==> src/common/servo_fb_defs.vh <==
// constants for the motor feedback and commutation configuration block
`ifndef SERVO_FB_DEFS_VH
`define SERVO_FB_DEFS_VH
// register word addresses
`define ADDR_PHASE_OFS_U     16'h2015
`define ADDR_PHASE_OFS_V     16'h2016
`define ADDR_PHASE_OFS_W     16'h2017
`define ADDR_POLE_PITCH      16'h2018
`define ADDR_SCALE_RES       16'h2019
`define ADDR_COMM_METHOD     16'h201A
`define ADDR_COMM_CURRENT    16'h201B
`define ADDR_COMM_TIME       16'h201C
`define ADDR_GRATING_PERIOD  16'h201D
`define ADDR_HOMING_DONE     16'h201E
`define ADDR_VEL_METHOD      16'h201F
`define ADDR_HALL_CONFIG     16'h2020
`define ADDR_CTRL            16'h2030
`define ADDR_STATUS          16'h2031
// reset values
`define RST_POLE_PITCH       16'h0960
`define RST_SCALE_RES        16'h03E8
`define RST_COMM_METHOD      16'h0000
`define RST_COMM_CURRENT     16'h01F4
`define RST_COMM_TIME        16'h03E8
`define RST_GRATING_PERIOD   16'h0028
`define RST_HOMING_DONE      16'h0000
`define RST_VEL_METHOD       16'h0000
`define RST_HALL_CONFIG      16'h0000
// limits
`define COMM_CURRENT_MAX     16'h03E8
`define COMM_TIME_MIN        16'h01F4
`define COMM_TIME_MAX        16'h1388
// hall configuration bit positions
`define HALL_DIR_BIT         0
`define HALL_INV_U_BIT       8
`define HALL_INV_V_BIT       9
`define HALL_INV_W_BIT       10
`define HALL_SWAP_UV_BIT     12
`define HALL_SWAP_VW_BIT     13
`define HALL_SWAP_WU_BIT     14
`define HALL_SINGLE_BIT      15
// control register bit positions
`define CTRL_DIR_BIT         0
`define CTRL_LARGE_BIT       1
`define CTRL_APPLY_BIT       2
// timing: one millisecond at 40 MHz
`define CLK_FREQ_HZ          40000000
`define TIME_MS_UNIT         1
`define CYCLES_PER_MS        (`CLK_FREQ_HZ / 1000 * `TIME_MS_UNIT)
`endif

==> src/servo_fb_config.v <==
// motor feedback, commutation and hall configuration with register port
//
// How it works
// - effective phase current is sampled current minus configured offset
// - small drives (7.5kW or less) ignore the W phase offset unless control bit 1 forces large
// - pole pitch in 0.01 mm spans one electrical cycle, default 2400
// - scale resolution is in nanometres, default 1000 for 1 um scale
// - method 0 hall or none, 1 commutate at first servo on, 2 reserved
// - commutation current in 0.1 percent steps, 0 to 1000, default 500
// - commutation runs for programmed ms, 500 to 5000, default 1000
// - grating period in micrometres, default 40, is encoder grid size
// - homing mode 0: no motion, home offset becomes zero position
// - homing mode 1: move by home offset, zero position becomes 0
// - velocity method 0 MT plus observer, 1 MT, 2 M method
// - hall bit 0 sets direction, xored with the separate direction bit
// - hall bits 8, 9, 10 invert U, V, W hall inputs before decoding
// - hall bits 12, 13, 14 swap U/V, V/W, W/U before decoding
// - hall bit 15 selects single ended hall reception
`timescale 1ns/100ps
`include "servo_fb_defs.vh"

module servo_fb_config (
   input  wire        clk_sys_i,          // 40 MHz system clock
   input  wire        nrst_i,             // async reset, active low
   input  wire [15:0] addr_i,             // register word address
   input  wire [15:0] wdata_i,            // write data
   input  wire        wr_i,               // write strobe
   input  wire        rd_i,               // read strobe
   output reg  [15:0] rdata_o,            // read data, cycle after rd_i
   input  wire        power_cycle_i,      // pulse: latch power cycle params
   input  wire        small_drive_i,      // strap: 7.5kW or lower rating
   input  wire [15:0] cur_u_i,            // sampled U current, signed
   input  wire [15:0] cur_v_i,            // sampled V current, signed
   input  wire [15:0] cur_w_i,            // sampled W current, signed
   output reg  [15:0] cur_u_o,            // effective U current
   output reg  [15:0] cur_v_o,            // effective V current
   output reg  [15:0] cur_w_o,            // effective W current
   input  wire [2:0]  hall_i,             // raw hall pins U,V,W at bit 0,1,2
   output reg  [2:0]  hall_o,             // conditioned hall state
   output reg         hall_single_o,      // single ended hall reception
   output reg         dir_o,              // effective rotation direction
   input  wire        servo_on_i,         // servo on request, pin level
   output reg         comm_active_o,      // initial angle search running
   output reg  [15:0] comm_current_o,     // commutation current, 0.1 percent
   output reg         comm_done_o,        // initial angle known
   output reg  [15:0] pole_pitch_o,       // active pole pitch, 0.01 mm
   output reg  [15:0] scale_res_o,        // active scale resolution, nm
   output reg  [15:0] grating_o,          // active grating period, um
   output reg  [1:0]  vel_method_o,       // velocity estimation method
   input  wire        homing_done_i,      // pulse: homing finished
   input  wire [15:0] home_offset_i,      // home offset value
   output reg         home_move_o,        // pulse: move by home offset
   output reg  [15:0] zero_pos_o          // zero position
);

   localparam ST_IDLE = 2'h0;
   localparam ST_RUN  = 2'h1;
   localparam ST_DONE = 2'h2;

   ////////////////////////////////////////////////////////////////////////
   // software registers
   reg  [15:0] ofs_u_reg, ofs_v_reg, ofs_w_reg;
   reg  [15:0] pitch_reg, res_reg, method_reg, ccur_reg, ctime_reg;
   reg  [15:0] grat_reg, homing_reg, vel_reg, hall_reg, ctrl_reg;
   // power cycle shadows, steering the logic
   reg  [15:0] method_act_reg, hall_act_reg;
   reg  [1:0]  state_reg;
   reg  [15:0] ms_cnt_reg;
   reg  [31:0] cyc_cnt_reg;
   reg  [2:0]  hall_s1_reg, hall_s2_reg;
   reg         son_s1_reg, son_s2_reg, small_s1_reg, small_s2_reg;
   reg  [2:0]  hall_inv;
   reg  [2:0]  hall_sw;

   // clamp the commutation time into its legal window
   function [15:0] clamp_time;
      input [15:0] t;
      begin
         if (t < `COMM_TIME_MIN)
            clamp_time = `COMM_TIME_MIN;
         else if (t > `COMM_TIME_MAX)
            clamp_time = `COMM_TIME_MAX;
         else
            clamp_time = t;
      end
   endfunction

   ////////////////////////////////////////////////////////////////////////
   // register writes; out of range current and time are clamped here
   // so the search never sees an illegal setting
   always @(posedge clk_sys_i or negedge nrst_i) begin
      if (!nrst_i) begin
         ofs_u_reg  <= 16'h0000;
         ofs_v_reg  <= 16'h0000;
         ofs_w_reg  <= 16'h0000;
         pitch_reg  <= `RST_POLE_PITCH;
         res_reg    <= `RST_SCALE_RES;
         method_reg <= `RST_COMM_METHOD;
         ccur_reg   <= `RST_COMM_CURRENT;
         ctime_reg  <= `RST_COMM_TIME;
         grat_reg   <= `RST_GRATING_PERIOD;
         homing_reg <= `RST_HOMING_DONE;
         vel_reg    <= `RST_VEL_METHOD;
         hall_reg   <= `RST_HALL_CONFIG;
         ctrl_reg   <= 16'h0000;
      end else if (wr_i) begin
         if (addr_i == `ADDR_PHASE_OFS_U)
            ofs_u_reg <= wdata_i;
         else if (addr_i == `ADDR_PHASE_OFS_V)
            ofs_v_reg <= wdata_i;
         else if (addr_i == `ADDR_PHASE_OFS_W)
            ofs_w_reg <= wdata_i;
         else if (addr_i == `ADDR_POLE_PITCH)
            pitch_reg <= wdata_i;
         else if (addr_i == `ADDR_SCALE_RES)
            res_reg <= wdata_i;
         else if (addr_i == `ADDR_COMM_METHOD)
            method_reg <= wdata_i;
         else if (addr_i == `ADDR_COMM_CURRENT)
            ccur_reg <= (wdata_i > `COMM_CURRENT_MAX) ?
                        `COMM_CURRENT_MAX : wdata_i;
         else if (addr_i == `ADDR_COMM_TIME)
            ctime_reg <= clamp_time(wdata_i);
         else if (addr_i == `ADDR_GRATING_PERIOD)
            grat_reg <= wdata_i;
         else if (addr_i == `ADDR_HOMING_DONE)
            homing_reg <= wdata_i;
         else if (addr_i == `ADDR_VEL_METHOD)
            vel_reg <= wdata_i;
         else if (addr_i == `ADDR_HALL_CONFIG)
            hall_reg <= wdata_i;
         else if (addr_i == `ADDR_CTRL)
            ctrl_reg <= wdata_i;
      end
   end

   ////////////////////////////////////////////////////////////////////////
   // register reads, data valid the cycle after the strobe
   always @(posedge clk_sys_i or negedge nrst_i) begin
      if (!nrst_i) begin
         rdata_o <= 16'h0000;
      end else if (rd_i) begin
         if (addr_i == `ADDR_PHASE_OFS_U)
            rdata_o <= ofs_u_reg;
         else if (addr_i == `ADDR_PHASE_OFS_V)
            rdata_o <= ofs_v_reg;
         else if (addr_i == `ADDR_PHASE_OFS_W)
            rdata_o <= ofs_w_reg;
         else if (addr_i == `ADDR_POLE_PITCH)
            rdata_o <= pitch_reg;
         else if (addr_i == `ADDR_SCALE_RES)
            rdata_o <= res_reg;
         else if (addr_i == `ADDR_COMM_METHOD)
            rdata_o <= method_reg;
         else if (addr_i == `ADDR_COMM_CURRENT)
            rdata_o <= ccur_reg;
         else if (addr_i == `ADDR_COMM_TIME)
            rdata_o <= ctime_reg;
         else if (addr_i == `ADDR_GRATING_PERIOD)
            rdata_o <= grat_reg;
         else if (addr_i == `ADDR_HOMING_DONE)
            rdata_o <= homing_reg;
         else if (addr_i == `ADDR_VEL_METHOD)
            rdata_o <= vel_reg;
         else if (addr_i == `ADDR_HALL_CONFIG)
            rdata_o <= hall_reg;
         else if (addr_i == `ADDR_CTRL)
            rdata_o <= ctrl_reg;
         // status: [1:0] search state, bit 2 angle known, bit 3 strap
         else if (addr_i == `ADDR_STATUS)
            rdata_o <= {12'h000, small_s2_reg, comm_done_o,
                        state_reg};
         else
            rdata_o <= 16'h0000;   // unmapped reads as zero
      end else begin
         rdata_o <= 16'h0000;
      end
   end

   ////////////////////////////////////////////////////////////////////////
   // synchronisers for pin inputs; hall lines and the strap are not
   // related to the system clock, so two stages guard the decoding
   always @(posedge clk_sys_i or negedge nrst_i) begin
      if (!nrst_i) begin
         hall_s1_reg  <= 3'h0;
         hall_s2_reg  <= 3'h0;
         son_s1_reg   <= 1'b0;
         son_s2_reg   <= 1'b0;
         small_s1_reg <= 1'b0;
         small_s2_reg <= 1'b0;
      end else begin
         hall_s1_reg  <= hall_i;
         hall_s2_reg  <= hall_s1_reg;
         son_s1_reg   <= servo_on_i;
         son_s2_reg   <= son_s1_reg;
         small_s1_reg <= small_drive_i;
         small_s2_reg <= small_s1_reg;
      end
   end

   ////////////////////////////////////////////////////////////////////////
   // power cycle shadows: these settings only move on a power cycle, or
   // on reset, so a running motor never sees its geometry change;
   // the apply bit copies every cycle, a bring-up aid that bypasses
   // the power cycle and must stay low in normal running
   always @(posedge clk_sys_i or negedge nrst_i) begin
      if (!nrst_i) begin
         pole_pitch_o   <= `RST_POLE_PITCH;
         scale_res_o    <= `RST_SCALE_RES;
         grating_o      <= `RST_GRATING_PERIOD;
         method_act_reg <= `RST_COMM_METHOD;
         hall_act_reg   <= `RST_HALL_CONFIG;
      end else if (power_cycle_i || ctrl_reg[`CTRL_APPLY_BIT]) begin
         pole_pitch_o   <= pitch_reg;
         scale_res_o    <= res_reg;
         grating_o      <= grat_reg;
         method_act_reg <= method_reg;
         hall_act_reg   <= hall_reg;
      end
   end

   ////////////////////////////////////////////////////////////////////////
   // phase currents with offset removal; results wrap modulo 2^16,
   // so software keeps offsets inside the sensor range
   always @(posedge clk_sys_i or negedge nrst_i) begin
      if (!nrst_i) begin
         cur_u_o <= 16'h0000;
         cur_v_o <= 16'h0000;
         cur_w_o <= 16'h0000;
      end else begin
         cur_u_o <= cur_u_i - ofs_u_reg;
         cur_v_o <= cur_v_i - ofs_v_reg;
         // large drive flag comes from strap or software bit
         if (small_s2_reg && !ctrl_reg[`CTRL_LARGE_BIT])
            cur_w_o <= cur_w_i;
         else
            cur_w_o <= cur_w_i - ofs_w_reg;
      end
   end

   ////////////////////////////////////////////////////////////////////////
   // hall conditioning: invert first, then swap pairs; bits 1-7, 11 unused
   // later swaps act on the result of earlier ones, so order matters
   always @* begin
      hall_inv = hall_s2_reg ^ {hall_act_reg[`HALL_INV_W_BIT],
                                hall_act_reg[`HALL_INV_V_BIT],
                                hall_act_reg[`HALL_INV_U_BIT]};
      hall_sw = hall_inv;
      if (hall_act_reg[`HALL_SWAP_UV_BIT])
         hall_sw = {hall_sw[2], hall_sw[0], hall_sw[1]};
      if (hall_act_reg[`HALL_SWAP_VW_BIT])
         hall_sw = {hall_sw[1], hall_sw[2], hall_sw[0]};
      if (hall_act_reg[`HALL_SWAP_WU_BIT])
         hall_sw = {hall_sw[0], hall_sw[1], hall_sw[2]};
   end

   always @(posedge clk_sys_i or negedge nrst_i) begin
      if (!nrst_i) begin
         hall_o        <= 3'h0;
         hall_single_o <= 1'b0;
         dir_o         <= 1'b0;
         vel_method_o  <= 2'h0;
      end else begin
         hall_o        <= hall_sw;
         hall_single_o <= hall_act_reg[`HALL_SINGLE_BIT];
         dir_o         <= hall_act_reg[`HALL_DIR_BIT] ^
                          ctrl_reg[`CTRL_DIR_BIT];
         // values above 2 fall back to the observer method
         vel_method_o  <= (vel_reg[15:2] == 14'h0000 && vel_reg[1:0] != 2'h3)
                          ? vel_reg[1:0] : 2'h0;
      end
   end

   ////////////////////////////////////////////////////////////////////////
   // initial angle commutation at first servo on, method 1 only;
   // time is read at start; a mid-run write reaches no search, since ST_DONE holds until reset, which reloads the default;
   // the millisecond prescaler makes even the shortest search last
   // 20 million clocks, so the bench only watches it start
   always @(posedge clk_sys_i or negedge nrst_i) begin
      if (!nrst_i) begin
         state_reg      <= ST_IDLE;
         ms_cnt_reg     <= 16'h0000;
         cyc_cnt_reg    <= 32'h00000000;
         comm_active_o  <= 1'b0;
         comm_done_o    <= 1'b0;
         comm_current_o <= 16'h0000;
      end else begin
         case (state_reg)
         ST_IDLE: begin
            if (method_act_reg != 16'h0001) begin
               comm_done_o <= 1'b1;
            end else if (son_s2_reg) begin
               state_reg      <= ST_RUN;
               ms_cnt_reg     <= ctime_reg;
               cyc_cnt_reg    <= `CYCLES_PER_MS - 1;
               comm_active_o  <= 1'b1;
               comm_current_o <= ccur_reg;
               // a new search means the angle is no longer known
               comm_done_o    <= 1'b0;
            end
         end
         ST_RUN: begin
            if (cyc_cnt_reg != 32'h00000000) begin
               cyc_cnt_reg <= cyc_cnt_reg - 32'h00000001;
            end else if (ms_cnt_reg == 16'h0001) begin
               state_reg      <= ST_DONE;
               comm_active_o  <= 1'b0;
               comm_done_o    <= 1'b1;
               comm_current_o <= 16'h0000;
            end else begin
               ms_cnt_reg  <= ms_cnt_reg - 16'h0001;
               cyc_cnt_reg <= `CYCLES_PER_MS - 1;
            end
         end
         default: begin
            state_reg <= ST_DONE;   // only once per power on
         end
         endcase
      end
   end

   ////////////////////////////////////////////////////////////////////////
   // homing completion behaviour
   // only bit 0 of the setting counts; upper bits are ignored
   always @(posedge clk_sys_i or negedge nrst_i) begin
      if (!nrst_i) begin
         home_move_o <= 1'b0;
         zero_pos_o  <= 16'h0000;
      end else begin
         home_move_o <= 1'b0;
         if (homing_done_i) begin
            if (homing_reg[0]) begin
               home_move_o <= 1'b1;
               zero_pos_o  <= 16'h0000;
            end else begin
               zero_pos_o  <= home_offset_i;
            end
         end
      end
   end

endmodule
==> config.mk <==
export PLATFORM = sky130hd
export DESIGN_NAME = servo_fb_config
export DESIGN_NICKNAME = d
export VERILOG_FILES = /design/src/servo_fb_config.v
export VERILOG_INCLUDE_DIRS = /design/src /design/src/common
export SDC_FILE = /design/constraint.sdc
export NUM_CORES = 1
export LEC_CHECK = 0
export ABC_CLOCK_PERIOD_IN_PS = 4400
export BUFFER_PORTS_ARGS = -buffer_cell sky130_fd_sc_hd__buf_2
export CAP_MARGIN = 20
export CORE_UTILIZATION = 50
export CTS_CLUSTER_SIZE = 25
export DETAILED_ROUTE_END_ITERATION = 8
export PLACE_DENSITY = 0.76
export SYNTH_ARGS = -nofsm -noshare
export SYNTH_HDL_FRONTEND = slang
export SYNTH_SLANG_ARGS = --single-unit
==> constraint.sdc <==
create_clock -name clk_sys_i -period 4.4 [get_ports clk_sys_i]
set_input_delay 0.22 -clock clk_sys_i [delete_from_list [all_inputs] [get_ports clk_sys_i]]
set_output_delay 0.22 -clock clk_sys_i [all_outputs]
set_load 0.1 [all_outputs]
==> run_summary.xml <==
<?xml version="1.0" encoding="UTF-8"?>
<metrics>
  <group name="routing">
    <metric name="highest_metal_layer_used_by_the_detailed_router" unit="">met5</metric>
    <metric name="detailedRoute.firstIterationViolations" unit="">1506</metric>
    <metric name="avgViaCountPerCell" unit="">6.076</metric>
    <metric name="ant_nets" unit="">0</metric>
    <metric name="wl_met1" unit="mm">28.72</metric>
    <metric name="route.vias.total" unit="">17100</metric>
    <metric name="detailedRoute.firstPassIterationCount" unit="">5</metric>
    <metric name="routed-wl-met3" unit="mm">5.336</metric>
    <metric name="met2RoutedLength" unit="mm">30.78</metric>
    <metric name="drt-wirelength-per-cell" unit="µm">24.01</metric>
    <metric name="detail_route.drc_violations" unit="">0</metric>
    <metric name="wl" unit="mm">67.58</metric>
  </group>
  <group name="synth">
    <metric name="yosys_warnings" unit="">0</metric>
    <metric name="syn-instance-count" unit="">1944</metric>
    <metric name="synth-async-reset-ratio" unit="%">100.0</metric>
    <metric name="synth_top_flop_cell" unit="">dfrtp_1</metric>
    <metric name="synthDistinctLibCells" unit="">83</metric>
    <metric name="avgSynthCellArea" unit="µm²">11.02</metric>
    <metric name="seq_total_area_yosys" unit="%">52.31</metric>
    <metric name="post_synth_instance_area" unit="µm²">21420</metric>
    <metric name="number_of_flops_mapped_to_enable_cells_by_yosys" unit="">0</metric>
    <metric name="ys_seq_elements" unit="">446</metric>
    <metric name="syn-num-nets" unit="">2103</metric>
  </group>
  <group name="global_routing">
    <metric name="gr-usage-all-layers" unit="%">31.13</metric>
    <metric name="maximum_number_of_pins_on_one_net_before_global_route_repair" unit="">133</metric>
    <metric name="wire_length_of_the_first_global_routing_pass" unit="mm">103.3</metric>
    <metric name="antenna_violations_before_repair" unit="">4</metric>
    <metric name="overflow" unit="">0</metric>
    <metric name="grt_pass1_vias" unit="">16920</metric>
  </group>
  <group name="setup_path">
    <metric name="crit_path_max_fanout" unit="">4</metric>
    <metric name="worst_r2r_startpoint" unit="">ofs_u_reg[1]</metric>
    <metric name="crit_family" unit="">compound AO/OA/AOI/OAI gates</metric>
    <metric name="timing.critical_path.slowest_cell_delay" unit="ns">0.52</metric>
    <metric name="worst-setup-path-type" unit="">flip-flop to flip-flop</metric>
    <metric name="worst-path-buf-inv" unit="">1</metric>
    <metric name="ff2ff_path_depth" unit="">10</metric>
    <metric name="worst_ep_arrival_time" unit="ns">3.78</metric>
    <metric name="setup_crit_start_kind" unit="">flip-flop</metric>
    <metric name="crit-reg2reg-capture" unit="">cur_u_o[15]</metric>
    <metric name="cp_slowest_cell" unit="">dfrtp_1</metric>
    <metric name="cp-startpoint" unit="">ofs_u_reg[1]</metric>
    <metric name="worst-endpoint-required" unit="ns">4.93</metric>
    <metric name="worst-r2r-setup-slack" unit="ns">1.15</metric>
    <metric name="crit_path_cell_trace" unit="">inv_1, ha_1, nor2b_1, o31a_1, o41ai_1, o21ai_1, o311ai_0, o22ai_1, or4_1, nand3_1</metric>
    <metric name="critPathCaptureType" unit="">flip-flop</metric>
  </group>
  <group name="timing">
    <metric name="fmaxAchievable" unit="GHz">0.3080</metric>
    <metric name="timing.final.crit_period" unit="ns">3.247</metric>
    <metric name="timing_worst_slew_pin_value" unit="ns">1.074</metric>
    <metric name="final-max-slew-violation-count" unit="">0</metric>
    <metric name="timing_hold_violations_final" unit="">0</metric>
    <metric name="setup_viol" unit="">0</metric>
    <metric name="timing.max_slew.rel_slack" unit="%">28.41</metric>
    <metric name="rsz0062_at_grt" unit="">no</metric>
    <metric name="timing.clock.skew" unit="ns">0.02187</metric>
    <metric name="layout_worst_path_cycle_share" unit="%">73.80</metric>
    <metric name="fin_tns_setup" unit="ns">0</metric>
  </group>
  <group name="pwr">
    <metric name="power.static_leakage" unit="nW">12.34</metric>
    <metric name="vdd_ir_drop_max" unit="mV">0.3023</metric>
    <metric name="power_density" unit="nW/µm²">384.2</metric>
    <metric name="power.sequential.fraction" unit="%">43.1</metric>
    <metric name="post-layout-total-power" unit="W">0.009779</metric>
    <metric name="internal-power" unit="W">0.007088</metric>
    <metric name="share_clk_of_total_power" unit="%">44.3</metric>
    <metric name="p_switching" unit="W">0.002691</metric>
    <metric name="p_comb_share" unit="%">12.6</metric>
    <metric name="switching_portion_of_total_power" unit="%">27.52</metric>
  </group>
  <group name="placed_design">
    <metric name="post-place-cells" unit="">2673</metric>
    <metric name="numPortBuffers" unit="">260</metric>
    <metric name="gp_routability_congestion" unit="">0.9691</metric>
    <metric name="dp.final_hpwl" unit="mm">48.05</metric>
  </group>
  <group name="finish">
    <metric name="nFillCells" unit="">3355</metric>
    <metric name="final_cells" unit="">2815</metric>
    <metric name="largest_register_ffs" unit="">32</metric>
    <metric name="finish.net_count" unit="">2392</metric>
    <metric name="fraction_of_final_layout_cells_with_drive_strength_greater_than_1" unit="%">29.65</metric>
    <metric name="synthToLayoutAreaGrowth" unit="%">18.81</metric>
    <metric name="utilization" unit="%">60.40</metric>
  </group>
  <group name="clock_tree">
    <metric name="cts_root_buffer" unit="">clkbuf_16</metric>
    <metric name="cts_tree" unit="">yes</metric>
    <metric name="postCtsResizedCells" unit="">0</metric>
    <metric name="clk_path_buf_depth" unit="">3</metric>
    <metric name="worstSkewPairLatency" unit="ns">0.60</metric>
    <metric name="clock_sinks" unit="">446</metric>
    <metric name="cts.reportedPaths.clkPinSlew" unit="ns">0.06</metric>
    <metric name="tritoncts.num_buffers" unit="">48</metric>
    <metric name="cts_htree_levels" unit="">2</metric>
  </group>
  <group name="floorplanning">
    <metric name="coreArea" unit="µm²">42130</metric>
    <metric name="io-pin-count" unit="">261</metric>
    <metric name="dieArea" unit="µm²">43670</metric>
    <metric name="start_util" unit="%">50.84</metric>
    <metric name="fp.dieH" unit="µm">209.0</metric>
    <metric name="placementRows" unit="">75</metric>
    <metric name="die_width" unit="µm">209.0</metric>
  </group>
  <group name="min_path">
    <metric name="worst_min_path_class" unit="">primary input to flip-flop</metric>
    <metric name="worstHoldEndpoint" unit="">cur_u_o[5]</metric>
    <metric name="hold_depth" unit="">3</metric>
    <metric name="worst_hold_startpoint" unit="">cur_u_i[5]</metric>
  </group>
  <group name="flow_run">
    <metric name="cap_violations" unit="">0</metric>
  </group>
  <group name="run_status">
    <metric name="run_status" unit="">finished clean</metric>
  </group>
</metrics>
[worst min-delay path, cell delays in order]
cell     delay, ns
buf_2         0.08
ha_1          0.19
xnor2_1       0.09
[routing by layer]
metal,GRT usage [%],up-vias
li1,-,7580
met5,0,-
met1,42.86,8620
met3,7.199,161
met4,12.09,2
met2,47.87,741
[metrics by stage]
step / cell area (µm²) / hold WS [ns] / worst slack, ns
after detailed placement: 23240 / 0.3305 / 1.244
final: 25450 / 0.02665 / 1.153
after global placement: 23240 / 0.3272 / 1.312
after CTS: 25420 / 0.005829 / 1.196
after global routing: 25440 / 0.03308 / 0.9620
after floorplan: 21420 / -0.07559 / 1.837
[final cells by class]
cell class / count / area [µm²] / share of cell area (%)
flip-flops and latches: 446 / 11210 / 44.03
multi-input cells: 1306 / 9457 / 37.16
repair buffers: 336 / 2049 / 8.053
clock buffers: 68 / 1388 / 5.452
well taps: 539 / 674.4 / 2.650
inverters: 95 / 356.6 / 1.401
clock inverters: 22 / 312.8 / 1.229
diodes: 3 / 7.507 / 0.02950
[cell usage after synthesis (all sizes together), types with 7 or more instances]
master     n  area, µm²
a2111oi    7      92.59
a211oi    13      97.59
a21o      12      90.09
a21oi    112      564.3
a221oi    15      131.4
a22o      20      175.2
a31oi     11      68.82
and2      13      81.33
and3      12      75.07
buf       26      143.9
clkbuf    71      266.5
dfrtp    410      10260
dfstp     36      945.9
ha        49      613.1
inv       94      352.8
mux2     237       2669
mux2i     17      170.2
nand2    146      548.0
nand2b    17      106.4
nand3     25      137.6
nand3b    17      127.6
nand4     13      100.1
nor2     120      473.0
nor2b     14      87.58
nor3      44      266.5
nor4      16      145.1
o211ai     9      67.56
o21a       8      60.06
o21ai    146      730.7
o221ai     9      78.83
o22ai     22      137.6
or3       21      136.4
xnor2     33      289.0
xor2      28      245.2
[power groups by stage]
stage / Sequential, W / Combinational (W) / Clock, W
2_1_floorplan: 0.00474 / 0.000376 / 0
3_3_place_gp: 0.00429 / 0.00116 / 0
3_5_place_dp: 0.00429 / 0.00118 / 0
4_1_cts: 0.00422 / 0.00122 / 0.00438
5_1_grt: 0.00422 / 0.00130 / 0.00454
6_report: 0.00422 / 0.00123 / 0.00433
[worst max-delay path by stage]
stage	to	cells past startpoint	slack, ns
final	cur_u_o[15]	10	1.15
after floorplan	cur_u_o[15]	10	1.84
after global placement	cur_u_o[15]	10	1.31
after detailed placement	cur_u_o[15]	10	1.24
after global routing	cyc_cnt_reg[5]	8	0.96
after CTS	cur_u_o[15]	10	1.20
[cells by family (layout without fill, tap and decap cells)]
| kind of cell | after synthesis | after routing | synth area share (%) |
|---|---|---|---|
| buffers and inverters | 192 | 521 | 3.580 |
| AND/OR/NAND/NOR | 485 | 485 | 11.68 |
| multiplexers | 254 | 254 | 13.25 |
| XOR/XNOR | 61 | 61 | 2.494 |
| other | 0 | 3 | 0 |
| flip-flops | 446 | 446 | 52.31 |
| adder cells (fa/ha/maj) | 52 | 52 | 3.142 |
| AO/OA/AOI/OAI | 454 | 454 | 13.54 |
[timing repair]
item | CTS | global route
setup buffers | 0 | 0
hold buffers | 47 | 0
endpoints found under the hold margin | 166 | 0
[placed cells by master, fill, tap and decap left out, types with 14 or more instances in the layout]
cell	n
xnor2_1	33
o22ai_1	22
nor2b_1	14
nand2b_1	17
clkbuf_16	49
a22o_1	20
nand3_1	24
dfrtp_1	410
nand2_1	146
a21oi_1	111
mux2i_1	17
dfstp_2	36
mux2_2	231
or3_1	20
nor2_1	114
buf_2	259
a221oi_1	15
dlygate4sd3_1	47
nand3b_1	17
o21ai_0	136
buf_4	25
ha_1	49
nor3_1	36
xor2_1	28
inv_1	92
No activity file was read; power rests on OpenSTA's default activity.
